[src/ensr_pkg.sv]
// ****************************************************************
// Shared constants of the sensor result and status registers.
// ****************************************************************
package ensr_pkg;

   // Register pointer values of the registers held in this block.
   localparam logic [7:0] ADDR_TEMP_LOW = 8'h00;
   localparam logic [7:0] ADDR_TEMP_HIGH = 8'h01;
   localparam logic [7:0] ADDR_HUMID_LOW = 8'h02;
   localparam logic [7:0] ADDR_HUMID_HIGH = 8'h03;
   localparam logic [7:0] ADDR_EVENT_FLAGS = 8'h04;
   localparam logic [7:0] ADDR_TEMP_PEAK = 8'h05;
   localparam logic [7:0] ADDR_HUMID_PEAK = 8'h06;
   localparam logic [7:0] ADDR_EVENT_ENABLES = 8'h07;
   // First pointer value past the map of this block.
   localparam logic [7:0] ADDR_LIMIT = 8'h08;
   localparam logic [7:0] PTR_STEP = 8'h01;

   // Widths of the conversion code and the result registers.
   localparam int CODE_W = 14;
   localparam int RESULT_W = 16;
   localparam int FLAG_W = 5;
   localparam logic [1:0] RESULT_PAD = 2'h0;

   // Flag and enable positions inside the five-bit event field.
   localparam int EV_READY = 4;
   localparam int EV_TEMP_HIGH = 3;
   localparam int EV_TEMP_LOW = 2;
   localparam int EV_HUMID_HIGH = 1;
   localparam int EV_HUMID_LOW = 0;
   // Reserved low bits of the event registers, read as zero.
   localparam logic [2:0] RESERVED_BITS = 3'h0;

   // Reset values.
   localparam logic [7:0] BYTE_RESET = 8'h00;
   localparam logic [FLAG_W-1:0] FLAGS_RESET = 5'h00;
   localparam logic [15:0] RESULT_RESET = 16'h0000;

   // Resolution select codes and the code bits each one keeps.
   localparam logic [1:0] RES_14_BIT = 2'h0;
   localparam logic [1:0] RES_11_BIT = 2'h1;
   localparam logic [1:0] RES_9_BIT = 2'h2;
   localparam logic [13:0] MASK_14_BIT = 14'h3FFF;
   localparam logic [13:0] MASK_11_BIT = 14'h3FF8;
   localparam logic [13:0] MASK_9_BIT = 14'h3FE0;

   // Threshold flag behaviour selected by the interrupt mode bit.
   localparam logic MODE_STICKY = 1'b0;
   localparam logic MODE_COMPARE = 1'b1;

endpackage

[src/ensr_result_chan.sv]
`timescale 1ns/1ps
// ****************************************************************
// One measurement channel: result, read shadow, peak and limits.
// ****************************************************************
module ensr_result_chan (
   // Clock, reset and enable.
   input wire logic sys_clk_in,
   input wire logic srst_in,
   input wire logic clk_en_in,
   // New conversion.
   input wire logic done_in,
   input wire logic [13:0] code_in,
   input wire logic [1:0] res_sel_in,
   // Limits and peak control.
   input wire logic [7:0] thr_low_in,
   input wire logic [7:0] thr_high_in,
   input wire logic peak_track_in,
   // Register accesses.
   input wire logic low_rd_in,
   input wire logic peak_wr_in,
   input wire logic [7:0] wr_data_in,
   // Register contents and limit hits of the new conversion.
   output logic [7:0] result_low_out,
   output logic [7:0] shadow_high_out,
   output logic [7:0] peak_out,
   output logic high_hit_out,
   output logic low_hit_out
);

   logic [15:0] result_reg;
   logic [7:0] shadow_reg;
   logic [7:0] peak_reg;
   logic [13:0] res_mask;
   logic [15:0] new_result;
   logic [7:0] new_upper;
   logic peak_rise;

   // Resolution trims the low code bits, two zero bits pad the bottom.
   assign res_mask = (res_sel_in == ensr_pkg::RES_11_BIT) ?
                     ensr_pkg::MASK_11_BIT :
                     (res_sel_in == ensr_pkg::RES_9_BIT) ?
                     ensr_pkg::MASK_9_BIT : ensr_pkg::MASK_14_BIT;
   assign new_result = {code_in & res_mask, ensr_pkg::RESULT_PAD};
   assign new_upper = new_result[15:8];
   assign peak_rise = done_in && peak_track_in && (new_upper > peak_reg);
   assign high_hit_out = new_upper > thr_high_in;
   assign low_hit_out = new_upper < thr_low_in;
   assign result_low_out = result_reg[7:0];
   assign shadow_high_out = shadow_reg;
   assign peak_out = peak_reg;

   // Result and the high byte frozen when the low byte is read.
   always_ff @(posedge sys_clk_in) begin
      if (srst_in) begin
         result_reg <= ensr_pkg::RESULT_RESET;
         shadow_reg <= ensr_pkg::BYTE_RESET;
      end else if (clk_en_in) begin
         if (low_rd_in) begin
            shadow_reg <= result_reg[15:8];
         end
         if (done_in) begin
            result_reg <= new_result;
         end
      end
   end

   // Peak hold keeps the highest upper byte seen while tracking, since the last reset or peak write.
   always_ff @(posedge sys_clk_in) begin
      if (srst_in) begin
         peak_reg <= ensr_pkg::BYTE_RESET;
      end else if (clk_en_in) begin
         if (peak_wr_in) begin
            peak_reg <= wr_data_in;
         end else if (peak_rise) begin
            peak_reg <= new_upper;
         end
      end
   end

endmodule // ensr_result_chan

[src/ensr_regs_top.sv]
`timescale 1ns/1ps
// Summary of operation
// - Temperature result is 16 bits, two zero LSBs.
// - Humidity result is 16 bits, two zero LSBs.
// - Conversion is 14 bits, trimmed by resolution.
// - Temperature code maps to Celsius linearly.
// - Humidity code maps to percent linearly.
// - Status flags at bits 7 to 3, rest zero.
// - Ready flag sets when any conversion completes.
// - Ready clears on status or result read.
// - Limit flags set on crossing, mode selects behaviour.
// - Status read clears every limit flag.
// - Event pin follows enabled flags, configured polarity.
// - Temperature peak holds maximum, cleared by resets.
// - Humidity peak holds maximum, cleared by resets.
// - Peak tracking stops in automatic measurement mode.
// - Temperature peak is the result upper byte.
// - Humidity peak is the result upper byte.
// - Enable register gates each flag onto the event pin.
// - Register pointer increments after each data byte.
// - Pointer to unused address is not acknowledged.
module ensr_regs_top (
   // Clock, reset and enable.
   input wire logic sys_clk_in,
   input wire logic srst_in,
   input wire logic clk_en_in,
   // Byte requests from the serial bus engine.
   input wire logic ptr_wr_in,
   input wire logic data_wr_in,
   input wire logic data_rd_in,
   input wire logic [7:0] byte_in,
   // Byte answers to the serial bus engine.
   output logic resp_valid_out,
   output logic ack_out,
   output logic [7:0] rd_data_out,
   // Conversion results.
   input wire logic temp_done_in,
   input wire logic [13:0] temp_code_in,
   input wire logic humid_done_in,
   input wire logic [13:0] humid_code_in,
   // Settings held by the neighbouring configuration registers.
   input wire logic [1:0] temp_res_in,
   input wire logic [1:0] humid_res_in,
   input wire logic [7:0] temp_thr_low_in,
   input wire logic [7:0] temp_thr_high_in,
   input wire logic [7:0] humid_thr_low_in,
   input wire logic [7:0] humid_thr_high_in,
   input wire logic soft_reset_in,
   input wire logic auto_meas_in,
   input wire logic pin_enable_in,
   input wire logic pin_polarity_in,
   input wire logic flag_mode_in,
   // Event pin.
   output logic event_out_pin
);

   // ****************************************************************
   // Registers and nets.
   // ****************************************************************
   logic [7:0] ptr_reg;
   logic [7:0] ptr_next;
   logic [4:0] flags_reg;
   logic [4:0] flags_next;
   logic [4:0] enables_reg;
   logic resp_valid_reg;
   logic ack_reg;
   logic ack_next;
   logic [7:0] rd_data_reg;
   logic [7:0] rd_data_next;
   logic pin_reg;
   logic pin_next;
   logic blk_rst;
   logic ptr_used;
   logic ptr_writable;
   logic any_req;
   logic rd_hit;
   logic wr_hit;
   logic status_rd;
   logic result_rd;
   logic status_wr;
   logic [7:0] temp_low;
   logic [7:0] temp_high;
   logic [7:0] temp_peak;
   logic [7:0] humid_low;
   logic [7:0] humid_high;
   logic [7:0] humid_peak;
   logic temp_over;
   logic temp_under;
   logic humid_over;
   logic humid_under;
   logic [4:0] hits;
   logic [4:0] hit_valid;
   logic [4:0] kept;
   logic [4:0] wr_flags;
   logic event_active;

   // ****************************************************************
   // Request decode.
   // ****************************************************************

   // Soft reset acts like power-up reset on everything held here except the event pin register.
   assign blk_rst = srst_in | (clk_en_in & soft_reset_in);
   assign ptr_used = ptr_reg < ensr_pkg::ADDR_LIMIT;
   assign ptr_writable = ptr_used && (ptr_reg >= ensr_pkg::ADDR_EVENT_FLAGS);
   assign any_req = ptr_wr_in | data_wr_in | data_rd_in;
   assign rd_hit = data_rd_in && ptr_used;
   assign wr_hit = data_wr_in && ptr_writable;
   assign status_rd = rd_hit && (ptr_reg == ensr_pkg::ADDR_EVENT_FLAGS);
   assign result_rd = rd_hit && (ptr_reg < ensr_pkg::ADDR_EVENT_FLAGS);
   assign status_wr = wr_hit && (ptr_reg == ensr_pkg::ADDR_EVENT_FLAGS);

   // A pointer byte loads the pointer, data bytes step it on.
   assign ptr_next = ptr_wr_in ? byte_in :
                     (data_wr_in | data_rd_in) ?
                     ptr_reg + ensr_pkg::PTR_STEP : ptr_reg;

   // Unused pointer values and writes to result bytes are refused.
   assign ack_next = ptr_wr_in ? (byte_in < ensr_pkg::ADDR_LIMIT) :
                     data_wr_in ? ptr_writable : ptr_used;

   // ****************************************************************
   // Read data selection.
   // ****************************************************************

   // Selected register byte; unused pointer values read as zero.
   assign rd_data_next =
      (ptr_reg == ensr_pkg::ADDR_TEMP_LOW) ? temp_low :
      (ptr_reg == ensr_pkg::ADDR_TEMP_HIGH) ? temp_high :
      (ptr_reg == ensr_pkg::ADDR_HUMID_LOW) ? humid_low :
      (ptr_reg == ensr_pkg::ADDR_HUMID_HIGH) ? humid_high :
      (ptr_reg == ensr_pkg::ADDR_EVENT_FLAGS) ?
      {flags_reg, ensr_pkg::RESERVED_BITS} :
      (ptr_reg == ensr_pkg::ADDR_TEMP_PEAK) ? temp_peak :
      (ptr_reg == ensr_pkg::ADDR_HUMID_PEAK) ? humid_peak :
      (ptr_reg == ensr_pkg::ADDR_EVENT_ENABLES) ?
      {enables_reg, ensr_pkg::RESERVED_BITS} : ensr_pkg::BYTE_RESET;

   // ****************************************************************
   // Measurement channels.
   // ****************************************************************

   // Temperature channel.
   ensr_result_chan u_temp_chan (
      .sys_clk_in(sys_clk_in),
      .srst_in(blk_rst),
      .clk_en_in(clk_en_in),
      .done_in(temp_done_in),
      .code_in(temp_code_in),
      .res_sel_in(temp_res_in),
      .thr_low_in(temp_thr_low_in),
      .thr_high_in(temp_thr_high_in),
      .peak_track_in(~auto_meas_in),
      .low_rd_in(rd_hit && (ptr_reg == ensr_pkg::ADDR_TEMP_LOW)),
      .peak_wr_in(wr_hit && (ptr_reg == ensr_pkg::ADDR_TEMP_PEAK)),
      .wr_data_in(byte_in),
      .result_low_out(temp_low),
      .shadow_high_out(temp_high),
      .peak_out(temp_peak),
      .high_hit_out(temp_over),
      .low_hit_out(temp_under)
   );

   // Humidity channel.
   ensr_result_chan u_humid_chan (
      .sys_clk_in(sys_clk_in),
      .srst_in(blk_rst),
      .clk_en_in(clk_en_in),
      .done_in(humid_done_in),
      .code_in(humid_code_in),
      .res_sel_in(humid_res_in),
      .thr_low_in(humid_thr_low_in),
      .thr_high_in(humid_thr_high_in),
      .peak_track_in(~auto_meas_in),
      .low_rd_in(rd_hit && (ptr_reg == ensr_pkg::ADDR_HUMID_LOW)),
      .peak_wr_in(wr_hit && (ptr_reg == ensr_pkg::ADDR_HUMID_PEAK)),
      .wr_data_in(byte_in),
      .result_low_out(humid_low),
      .shadow_high_out(humid_high),
      .peak_out(humid_peak),
      .high_hit_out(humid_over),
      .low_hit_out(humid_under)
   );

   // ****************************************************************
   // Event flags and event pin.
   // ****************************************************************

   // Events raised by this cycle's conversions, in flag order.
   assign hits = {temp_done_in | humid_done_in,
                  temp_done_in & temp_over,
                  temp_done_in & temp_under,
                  humid_done_in & humid_over,
                  humid_done_in & humid_under};

   // Flags that a conversion this cycle re-evaluates in compare mode.
   assign hit_valid = {1'b0, temp_done_in, temp_done_in,
                       humid_done_in, humid_done_in};

   // Clearing by reads; compare mode also drops a flag no longer hit.
   assign kept[ensr_pkg::EV_READY] = flags_reg[ensr_pkg::EV_READY] &
                                     ~(status_rd | result_rd);
   assign kept[3:0] = flags_reg[3:0] & {4{~status_rd}} &
                      ~(hit_valid[3:0] &
                        {4{flag_mode_in == ensr_pkg::MODE_COMPARE}});

   // A host write may set or clear flags; a new event always wins.
   assign wr_flags = status_wr ? byte_in[7:3] : kept;
   assign flags_next = wr_flags | hits;

   // Pin shows any enabled flag at the chosen polarity.
   assign event_active = |(flags_next & enables_reg);
   assign pin_next = (pin_enable_in & event_active) ? pin_polarity_in :
                     ~pin_polarity_in;

   // ****************************************************************
   // State registers.
   // ****************************************************************

   // Pointer, flags and enables.
   always_ff @(posedge sys_clk_in) begin
      if (blk_rst) begin
         ptr_reg <= ensr_pkg::BYTE_RESET;
         flags_reg <= ensr_pkg::FLAGS_RESET;
         enables_reg <= ensr_pkg::FLAGS_RESET;
      end else if (clk_en_in) begin
         ptr_reg <= ptr_next;
         flags_reg <= flags_next;
         if (wr_hit && (ptr_reg == ensr_pkg::ADDR_EVENT_ENABLES)) begin
            enables_reg <= byte_in[7:3];
         end
      end
   end

   // Answers to the bus engine, one cycle after each request.
   always_ff @(posedge sys_clk_in) begin
      if (blk_rst) begin
         resp_valid_reg <= 1'b0;
         ack_reg <= 1'b0;
         rd_data_reg <= ensr_pkg::BYTE_RESET;
      end else if (clk_en_in) begin
         resp_valid_reg <= any_req;
         if (any_req) begin
            ack_reg <= ack_next;
         end
         if (data_rd_in) begin
            rd_data_reg <= rd_data_next;
         end
      end
   end

   // Event pin register; reset loads low, the inactive level only for an active-high pin.
   always_ff @(posedge sys_clk_in) begin
      if (srst_in) begin
         pin_reg <= 1'b0;
      end else if (clk_en_in) begin
         pin_reg <= pin_next;
      end
   end

   assign resp_valid_out = resp_valid_reg;
   assign ack_out = ack_reg;
   assign rd_data_out = rd_data_reg;
   assign event_out_pin = pin_reg;

endmodule // ensr_regs_top

[config.mk]
export PLATFORM = sky130hd
export DESIGN_NAME = ensr_regs_top
export DESIGN_NICKNAME = d
export VERILOG_FILES = /design/src/ensr_pkg.sv /design/src/ensr_result_chan.sv /design/src/ensr_regs_top.sv
export SDC_FILE = /design/constraint.sdc
export NUM_CORES = 1
export LEC_CHECK = 0
export BUFFER_PORTS_ARGS = -buffer_cell sky130_fd_sc_hd__buf_2
export CAP_MARGIN = 20
export CORE_MARGIN = 2
export CORE_UTILIZATION = 57
export CTS_BUF_LIST = sky130_fd_sc_hd__clkbuf_16
export DETAILED_ROUTE_END_ITERATION = 7
export GPL_TIMING_DRIVEN = 0
export HOLD_SLACK_MARGIN = 0.1
export PLACE_DENSITY = 0.81
export SKIP_CTS_REPAIR_TIMING = 1
export SLEW_MARGIN = 20
export SYNTH_ARGS = -nofsm -noshare
export SYNTH_HDL_FRONTEND = slang
export SYNTH_SLANG_ARGS = --single-unit
export TNS_END_PERCENT = 10
[constraint.sdc]
create_clock -name sys_clk_in -period 3.7 [get_ports sys_clk_in]
set_input_delay 0.185 -clock sys_clk_in [delete_from_list [all_inputs] [get_ports sys_clk_in]]
set_output_delay 0.185 -clock sys_clk_in [all_outputs]
set_load 0.1 [all_outputs]
=== Word-level counts from Yosys, hierarchy flattened ===
Index checks and enable logic that the tools add are counted.

* Bits in registers: 89
* Bits of input ports: 85
* Output and inout bits: 11
* Word-level logic and storage cells: 112

* $add $sub $neg: 1
* Order comparisons: 10
* Equal/unequal tests: 11
* Muxes and demuxes: 22
* Bitwise operators: 25
* Reduce and logical (&&, ||, !) cells: 30

{| class="wikitable"
|+ Operators by type and width
! operator !! number
|-
| two-way mux 8 bit || 14
|-
| == test 8 x 3 -> 1 bit, second input constant || 4
|-
| greater-than comparator 8 bit || 4
|-
| AND 14 bit || 2
|-
| two-way mux 14 bit || 2
|-
| AND reduction 2 bit || 10
|-
| == test 8 x 2 -> 1 bit, second input constant || 2
|-
| less-than comparator 8 x 4 -> 1 bit, second input constant || 2
|-
| less-than comparator 8 bit || 2
|-
| logical AND 1 bit || 15
|-
| two-way mux 5 bit || 3
|-
| AND 4 bit || 3
|-
| adder 8 x 1 -> 8 bit, second input constant || 1
|-
| == test 8 x 1 -> 1 bit, second input constant || 1
|-
| >= comparator 8 x 3 -> 1 bit, second input constant || 1
|-
| logical NOT 8 bit || 1
|-
| less-than comparator 8 x 3 -> 1 bit, second input constant || 1
|-
| AND 1 bit || 7
|-
| bitwise OR 1 bit || 6
|-
| nonzero test 2 bit || 3
|-
| AND 5 bit || 1
|-
| bitwise OR 5 bit || 1
|-
| OR reduction 5 bit || 1
|-
| == test 2 x 1 -> 1 bit, second input constant || 2
|-
| other kinds (4) || 10
|}

=== Longest topological paths before layout ===
Gate-level depths: netlist of run 1.

* Depth after elaboration: 12
* Gate-level depth with buffers: 10
* Gate-level depth less buffers: 9

=== Hierarchy ===
A second synthesis of run 1 with hierarchy kept.

* Cells, all modules: 711
* Area total of the unflattened synthesis: 5,753.0 sq um

{| class="wikitable"
|+ Modules (own cells, without submodules)
! module !! times used !! cells an instance !! area an instance (sq um) !! seq. area each (sq um)
|-
| ensr_result_chan || 2 || 226 || 1,859.3 || 600.6
|-
| ensr_regs_top || 1 || 259 || 2,034.5 || 580.6
|}

=== Worst setup path before layout of run 1 ===
OpenSTA, ideal clock, no wires.

* Kind: register to register
* Start point: register ptr_reg[3]
* End point: register pin_reg, in the netlist event_out_pin
* Setup time: 0.129 ns
* Data arrival time: 2.428 ns
* Data required time: 3.571 ns
* Setup slack: 1.142 ns
* Cell stages (with the launch flop): 10
* Path buffers: 2
* Clock period less this slack: 2.558 ns
* Cell sequence: dfxtp_1 buf_6 or4_1 buf_2 or4_1 a221o_1 a222oi_1 nand4_1 or3b_1 o311ai_1

* Longest elaborated chain between the ends: 12
* Elaborated cells between the ends (all ways): 22
* Those cells by class: 3 x order compare; 1 x eq/ne; 2 x mux; 9 x bitwise; 7 x reduce/logical

{| class="wikitable"
|+ RTL lines
! element !! line !! text
|-
| start: declaration || ensr_regs_top.sv:60 || <nowiki>logic [7:0] ptr_reg;</nowiki>
|-
| start signal: assignment || ensr_regs_top.sv:222 || <nowiki>ptr_reg <= ensr_pkg::BYTE_RESET;</nowiki>
|-
| start signal: assignment || ensr_regs_top.sv:226 || <nowiki>ptr_reg <= ptr_next;</nowiki>
|-
| less-than comparator 8 x 4 -> 1 bit || ensr_regs_top.sv:103 || <nowiki>assign ptr_used = ptr_reg < ensr_pkg::ADDR_LIMIT;</nowiki>
|-
| logical AND 1 bit || ensr_regs_top.sv:106 || <nowiki>assign rd_hit = data_rd_in && ptr_used;</nowiki>
|-
| logical AND 1 bit (on tied branches) || ensr_regs_top.sv:108, ensr_regs_top.sv:109 ||
|-
| NOT 1 bit or bitwise OR 1 bit (tied branches) || ensr_regs_top.sv:202, ensr_regs_top.sv:201 ||
|-
| AND 4 bit or NOT 1 bit (tied branches) || ensr_regs_top.sv:202, ensr_regs_top.sv:201 ||
|-
| AND 4 bit or AND 1 bit (tied branches) || ensr_regs_top.sv:202, ensr_regs_top.sv:200 ||
|-
| two-way mux 5 bit * || ensr_regs_top.sv:207 || <nowiki>assign wr_flags = status_wr ? byte_in[7:3] : kept;</nowiki>
|-
| bitwise OR 5 bit * || ensr_regs_top.sv:208 || <nowiki>assign flags_next = wr_flags | hits;</nowiki>
|-
| AND 5 bit * || ensr_regs_top.sv:211 || <nowiki>assign event_active = |(flags_next & enables_reg);</nowiki>
|-
| OR reduction 5 bit * || ensr_regs_top.sv:211 ||
|-
| AND 1 bit * || ensr_regs_top.sv:212 || <nowiki>assign pin_next = (pin_enable_in & event_active) ? pin_polarity_in :</nowiki>
|-
| two-way mux 1 bit * || ensr_regs_top.sv:212 ||
|-
| end signal: assignment || ensr_regs_top.sv:256 || <nowiki>pin_reg <= pin_next;</nowiki>
|-
| end: declaration || ensr_regs_top.sv:70 || <nowiki>logic pin_reg;</nowiki>
|}

Mark *: on every way between the ends. The rest lies on a longest branch, timed or not.
A chain may end at the register's enable or synchronous reset.

=== Worst setup path after layout of run 1 ===
Ends and elaborated chain as after synthesis.

==> run_results.csv, run 1 <==
group,metric,value,unit
grt,grt-ovfl-total,0,
pwr,ir_drop,0.212,mV
setup_path,crit_chain,"buf_6 > or4_1 > buf_2 > or4_1 > a221o_1 > a222oi_1 > nand4_1 > or3b_1 > o311ai_1",
detailed_routing,drt_iter0_drc,543,
synth,async_flop_share,0,%
grt,grt_pass1_wl,29.7,mm
finish,fin_nets,977,
grt,grt_max_degree,17,
detailed_routing,wl_met1,7.49,mm
finish,diodes,0,
synth,synth_flop_cell,"dfxtp_1",
finish,seqCellArea,1780,sq um
detailed_routing,wl,18.3,mm
finish,area_growth,17.0,%
clock_tree,clock_latency,0.34,ns
floorplan,core,9730,sq um
setup_path,crit_type,"reg2reg",
setup_path,critPathMaxStageDelay,0.53,ns
clock_tree,clock-sinks,89,
detailed_routing,drc_errors,0,
timing,period_share,81.0,%
timing,drv_slew,0,
synth,seq_area_frac_synth,31.4,%
floorplan,num_rows,36,
synth,syn_area_per_cell,7.71,sq um
clock_tree,cts_tree,"yes",
clock_tree,root_buffer,"clkbuf_16",
setup_path,critPathSlowestCell,"or4_1",
detailed_routing,vias,6130,
setup_path,crit_arrival,3.22,ns
setup_path,required,3.93,ns
setup_path,critPathMaxFanout,10,
job,maxCapViolCount,0,
timing,grt_setup_unrepaired,"false",
detailed_routing,highest_layer,"met4",
finish,fillers,878,
timing,max_slew_margin,41.7,%
synth,synth_cells,735,
floorplan,start_util,58.3,%
finish,final_cell_area,6640,sq um
floorplan,die_area,10800,sq um
detailed_routing,drtPass1Iterations,6,
pwr,power_density,377,nW/um^2
setup_path,crit_path_end_kind,"flip-flop",
finish,drive_above_1_share,14.4,%
grt,antenna_found_initial,0,
placed_design,place_area,6310,sq um
clock_tree,cts.clk_slew.worst_paths,0.07,ns
timing,holdWs,0.0882,ns
setup_path,start_kind,"flip-flop",
detailed_routing,wire_per_inst,18.7,microns
pwr,leakage,2.76,nW
detailed_routing,dr_wl_met2,8.61,mm
timing,fin_setup_tns,0,ns
timing,timing.final.crit_period,3.00,ns
setup_path,worst_path_most_repeated_cell,"or4_1",
synth,yosysWarnings,0,
grt,grt_pass1_vias,6075,
timing,skew,0.00652,ns
pwr,seqPwrFrac,40.3,%
floorplan,fp.dieW,104,microns
synth,syn_nets,872,
synth,netlist_area,5670,sq um
timing,setup_viol,0,
clock_tree,htreeDepth,3,
pwr,p_int,0.00176,W
synth,synth-edff-count,0,
status,status,"finished, final reports clean",
synth,ys_seq_elements,89,
detailed_routing,wl_met3,1.57,mm
timing,max_freq,0.334,GHz
timing,finalHoldViolCount,0,
synth,synth_cell_type_count,56,
floorplan,die_h,104,microns
min_path,hp-class,"in2reg",
placed_design,io_buffers,94,
detailed_routing,postRouteAntennaNets,0,
placed_design,place_congestion,0.980,
clock_tree,cts_buffer_depth,2,
finish,multiInputGateArea,3450,sq um
finish,layout_commonest_cell,"buf_2",
finish,layout_common_cells,"buf_2, nand2_1, dfxtp_1",
grt,grt_usage,34.1,%
timing,tightest_slew,0.866,ns
pwr,power_frac_clock,40.3,%
clock_tree,cts_buffers,9,
pwr,p_switching,0.000744,W
pwr,combPwrFrac,19.3,%
placed_design,hpwl,14.2,mm
pwr,switching_share,29.7,%
floorplan,io-pin-count,96,
detailed_routing,routed_via_density,6.27,
## worst max-delay path, delay by kind of cell, from the launching register on
family / cells / cell delay [ns]
AO/OA/AOI/OAI: 3 / 0.79
buffers and inverters: 2 / 0.31
flip-flops: 1 / 0.31
AND/OR/NAND/NOR: 4 / 1.46
## power by group through the flow
stage | combinational, W | sequential [W] | clock (W)
5_1_grt | 0.000532 | 0.00101 | 0.00105
3_3_place_gp | 0.000450 | 0.00103 | 0
4_1_cts | 0.000473 | 0.00101 | 0.00100
2_1_floorplan | 0.000275 | 0.00105 | 0
3_5_place_dp | 0.000471 | 0.00103 | 0
6_report | 0.000484 | 0.00101 | 0.00101
## final cells by class
class | count | share of cell area (%)
clock buffer | 9 | 3.39
sequential | 89 | 26.8
buffer | 40 | 2.55
timing repair buffer | 94 | 7.09
clock inverter | 7 | 1.56
multi-input combinational | 535 | 52.0
tap | 133 | 2.51
inverter | 71 | 4.02
## cell usage after synthesis, types with 5 or more instances
cell / n / area, sq um
a211oi_1: 23 / 173
a21o_1: 6 / 45.0
a21oi_1: 81 / 405
a22oi_1: 6 / 45.0
and2_1: 5 / 31.3
and4_1: 15 / 131
clkbuf_1: 31 / 116
dfxtp_1: 89 / 1780
ha_1: 52 / 651
inv_1: 71 / 267
mux2i_1: 15 / 150
nand2_1: 93 / 349
nand3_1: 28 / 140
nand3b_1: 7 / 52.6
nand4_1: 13 / 81.3
nor2_1: 55 / 206
nor2b_1: 8 / 50.1
nor3_1: 12 / 60.1
o211ai_1: 6 / 45.0
o21a_1: 7 / 52.6
o21ai_0: 24 / 120
o221ai_1: 17 / 149
## cells by family (layout without fill, tap and decap cells)
logic type               count (synthesis)  in the layout  share of synthesized area [%]
AO/OA/AOI/OAI                          202            202                           23.0
adder cells (fa/ha/maj)                 52             52                           11.5
buffers and inverters                  111            221                           7.68
multiplexers                            16             16                           3.04
flip-flops                              89             89                           31.4
AND/OR/NAND/NOR                        265            265                           23.3
## final timing paths
check / from / endpoint / slack, ns / depth (start not counted)
hold / removal: pin_polarity_in / event_out_pin$_SDFFE_PP0P_ / 0.09 / 2
hold reg to reg: u_humid_chan.result_reg[3]$_SDFFE_PP0P_ / u_humid_chan.result_reg[3]$_SDFFE_PP0P_ / 0.46 / 2
setup / recovery: ptr_reg[3]$_SDFFE_PP0P_ / event_out_pin$_SDFFE_PP0P_ / 0.70 / 9
setup reg to reg: ptr_reg[3]$_SDFFE_PP0P_ / event_out_pin$_SDFFE_PP0P_ / 0.70 / 9
## metal layers
metal	vias to the layer above	global-route usage (%)
li1	2862	-
met1	2868	43.4
met2	327	57.1
met3	73	6.36
met4	0	13.9
met5	-	0
## per-stage QoR
step	utilization [%]	power [W]	setup WS, ns	cells
after floorplan	-	0.00133	1.14	735
final	68.2	0.00250	0.704	978
after detailed placement	64.8	0.00150	0.745	962
after global routing	68.2	0.00259	0.581	978
after CTS	68.2	0.00249	0.721	978
after global placement	64.8	0.00148	0.756	962
(Power assumes the default switching activity.)
==> run 2, diff against run 1 <==
--- a/config.mk
+++ b/config.mk
@@ -5,15 +5,16 @@
 export SDC_FILE = /design/constraint.sdc
 export NUM_CORES = 1
 export LEC_CHECK = 0
+export ABC_AREA = 1
 export BUFFER_PORTS_ARGS = -buffer_cell sky130_fd_sc_hd__buf_2
 export CAP_MARGIN = 20
 export CORE_MARGIN = 2
-export CORE_UTILIZATION = 57
+export CORE_UTILIZATION = 51
 export CTS_BUF_LIST = sky130_fd_sc_hd__clkbuf_16
 export DETAILED_ROUTE_END_ITERATION = 7
 export GPL_TIMING_DRIVEN = 0
 export HOLD_SLACK_MARGIN = 0.1
-export PLACE_DENSITY = 0.81
+export PLACE_DENSITY = 0.76
 export SKIP_CTS_REPAIR_TIMING = 1
 export SLEW_MARGIN = 20
 export SYNTH_ARGS = -nofsm -noshare
==> constraint.sdc (replaced) <==
create_clock -name sys_clk_in -period 2.6 [get_ports sys_clk_in]
set_input_delay 0.13 -clock sys_clk_in [delete_from_list [all_inputs] [get_ports sys_clk_in]]
set_output_delay 0.13 -clock sys_clk_in [all_outputs]
set_load 0.1 [all_outputs]
==> run_results.csv, run 2 <==
group,metric,value,unit
status,status,"finished, final reports clean",
synth,synth_cell_type_count,37,
detailed_routing,drtPass1Iterations,6,
timing,finalHoldViolCount,0,
floorplan,die_area,11800,sq um
clock_tree,clock_latency,0.35,ns
setup_path,crit_family,"simple AND/OR/NAND/NOR gates",
detailed_routing,vias,5755,
synth,synth_area_leaders,"dfxtp_1, nand2_1, ha_1",
pwr,power_frac_clock,37.1,%
grt,grt_usage,27.8,%
synth,syn_area_per_cell,6.69,sq um
placed_design,hpwl,12.4,mm
timing,tightest_slew,0.631,ns
setup_path,critPathMaxStageDelay,0.39,ns
finish,layout_commonest_cell,"nand2_1",
detailed_routing,wl,15.8,mm
placed_design,place_area,6220,sq um
timing,setup_viol,0,
finish,stdcell_count,1094,
pwr,power_density,515,nW/um^2
floorplan,io-pin-count,96,
timing,skew,0.00475,ns
setup_path,worst-path-buf-inv,0,
grt,grt-ovfl-total,0,
finish,diodes,0,
synth,seq_area_frac_synth,32.0,%
pwr,combPwrFrac,20.3,%
finish,area_growth,18.7,%
floorplan,num_rows,38,
synth,ys_seq_elements,89,
floorplan,start_util,51.9,%
detailed_routing,drc_errors,0,
floorplan,core,10700,sq um
synth,synth_flop_cell,"dfxtp_1",
timing,max_slew_margin,57.9,%
setup_path,critPathSlowestCell,"dfxtp_1",
grt,antenna_found_initial,0,
placed_design,io_buffers,94,
setup_path,crit_type,"reg2reg",
synth,synth-edff-count,0,
timing,drv_slew,0,
floorplan,die_h,109,microns
clock_tree,root_buffer,"clkbuf_16",
synth,synth_cells,833,
clock_tree,cts_tree,"yes",
pwr,seqPwrFrac,42.5,%
setup_path,crit_chain,"ha_1 > nand2_1 > nor2_1 > nand3_1 > o21ai_0 > nand2_1 > a22oi_1 > o21ai_0 > a21oi_1",
detailed_routing,postRouteAntennaNets,0,
timing,fin_setup_tns,0,ns
synth,synth_top_area_share,32.0,%
timing,grt_setup_unrepaired,"false",
synth,synth_area_leader_cell,"dfxtp_1",
detailed_routing,drt_iter0_drc,455,
detailed_routing,routed_via_density,5.26,
detailed_routing,wire_per_inst,14.4,microns
pwr,leakage,3.21,nW
synth,yosysWarnings,0,
clock_tree,cts_buffers,9,
setup_path,crit_path_end_kind,"flip-flop",
job,maxCapViolCount,0,
pwr,switching_share,31.9,%
pwr,p_int,0.00232,W
synth,async_flop_share,0,%
setup_path,crit_arrival,2.43,ns
placed_design,place.detailed.instances,1067,
grt,grt_pass1_vias,5145,
finish,fillers,1092,
grt,grt_pass1_wl,25.3,mm
synth,synth_common_cells,"nand2_1, a21oi_1, inv_1, dfxtp_1, nor2_1",
finish,drive_above_1_share,15.5,%
grt,grt_max_degree,18,
pwr,p_switching,0.00109,W
synth,yosysMostFrequentCell,"nand2_1",
finish,final_core_util,61.6,%
finish,layout_common_cells,"nand2_1, a21oi_1, inv_1",
finish,final_cell_area,6620,sq um
setup_path,required,2.88,ns
clock_tree,clock-sinks,89,
min_path,hp-class,"in2reg",
synth,syn_nets,970,
clock_tree,htreeDepth,3,
setup_path,start_kind,"flip-flop",
pwr,total_power,0.00341,W
clock_tree,cts_buffer_depth,2,
timing,timing.final.crit_period,2.15,ns
timing,max_freq,0.466,GHz
pwr,ir_drop,0.336,mV
synth,netlist_area,5580,sq um
floorplan,fp.dieW,109,microns
setup_path,critPathMaxFanout,5,
finish,fin_nets,1086,
placed_design,place_congestion,1.03,
timing,period_share,82.6,%
clock_tree,cts.clk_slew.worst_paths,0.07,ns
[run 2: cell types whose count changed after synthesis, sizes merged, moves of 8 or more]
cell,before,now
mux2i,15,0
o221ai,17,1
o21ai,24,78
a21oi,81,110
and4,15,0
nand2,93,187
nor2b,8,0
clkbuf,31,18
inv,71,122
nor3,13,3
nor2,55,88
a211oi,23,5
[run 2: logic make-up after synthesis]
| logic type | count (synthesis) | share of synthesized area [%] |
|---|---|---|
| simple gates | 318 | 24.0 |
| compound gates | 223 | 21.8 |
| buf+inv | 150 | 10.4 |
| flops | 89 | 32.0 |
| fa+ha+maj | 52 | 11.7 |
| xor+xnor | 1 | 0.157 |
[run 2: area by class of cell]
class	count	area [sq um]	area share, %
multi-input cells	594	3210	48.6
flip-flops and latches	89	1780	26.9
repair buffers	105	581	8.77
inverters	124	465	7.03
clock buffers	9	225	3.40
well taps	140	175	2.65
plain buffers	26	115	1.74
clock inverters	7	61.3	0.926
[run 2: path summary, 6_finish.rpt]
| check | slack, ns | start | cells past startpoint | end |
|---|---|---|---|---|
| setup / recovery | 0.45 | ptr_reg[0]$_SDFFE_PP0P_ | 9 | rd_data_out[6]$_SDFFE_PP0P_ |
| hold / removal | 0.09 | byte_in[7] | 3 | ptr_reg[7]$_SDFFE_PP0P_ |
| setup reg to reg | 0.45 | ptr_reg[0]$_SDFFE_PP0P_ | 9 | rd_data_out[6]$_SDFFE_PP0P_ |
| hold reg to reg | 0.47 | rd_data_out[0]$_SDFFE_PP0P_ | 2 | rd_data_out[0]$_SDFFE_PP0P_ |
[run 2: metal layers]
metal	up-vias	wire length, microns	global-route usage, %
met5	-	0	0
li1	2969	-	-
met4	0	355	8.61
met3	32	1190	5.30
met1	2537	7200	36.7
met2	217	7060	45.9
[run 2: power groups by stage]
stage | sequential (W) | combinational [W] | clock (W)
2_1_floorplan | 0.00152 | 0.000404 | 0
3_3_place_gp | 0.00148 | 0.000663 | 0
3_5_place_dp | 0.00148 | 0.000671 | 0
4_1_cts | 0.00145 | 0.000675 | 0.00128
5_1_grt | 0.00145 | 0.000785 | 0.00133
6_report | 0.00145 | 0.000692 | 0.00126
[run 2: worst register-to-register path, stage by stage, from the launching register on]
cell and delay [ns]:
dfxtp_1 0.39, ha_1 0.25, nand2_1 0.17, nor2_1 0.36, nand3_1 0.11, o21ai_0 0.11
nand2_1 0.10, a22oi_1 0.25, o21ai_0 0.17, a21oi_1 0.16
[run 2: stage by stage]
stage / worst slack [ns] / hold slack, ns
6_report: 0.452 / 0.0866
5_1_grt: 0.274 / 0.105
4_1_cts: 0.543 / 0.0206
3_5_place_dp: 0.572 / 0.390
3_3_place_gp: 0.575 / 0.386
2_1_floorplan: 0.894 / 0.275
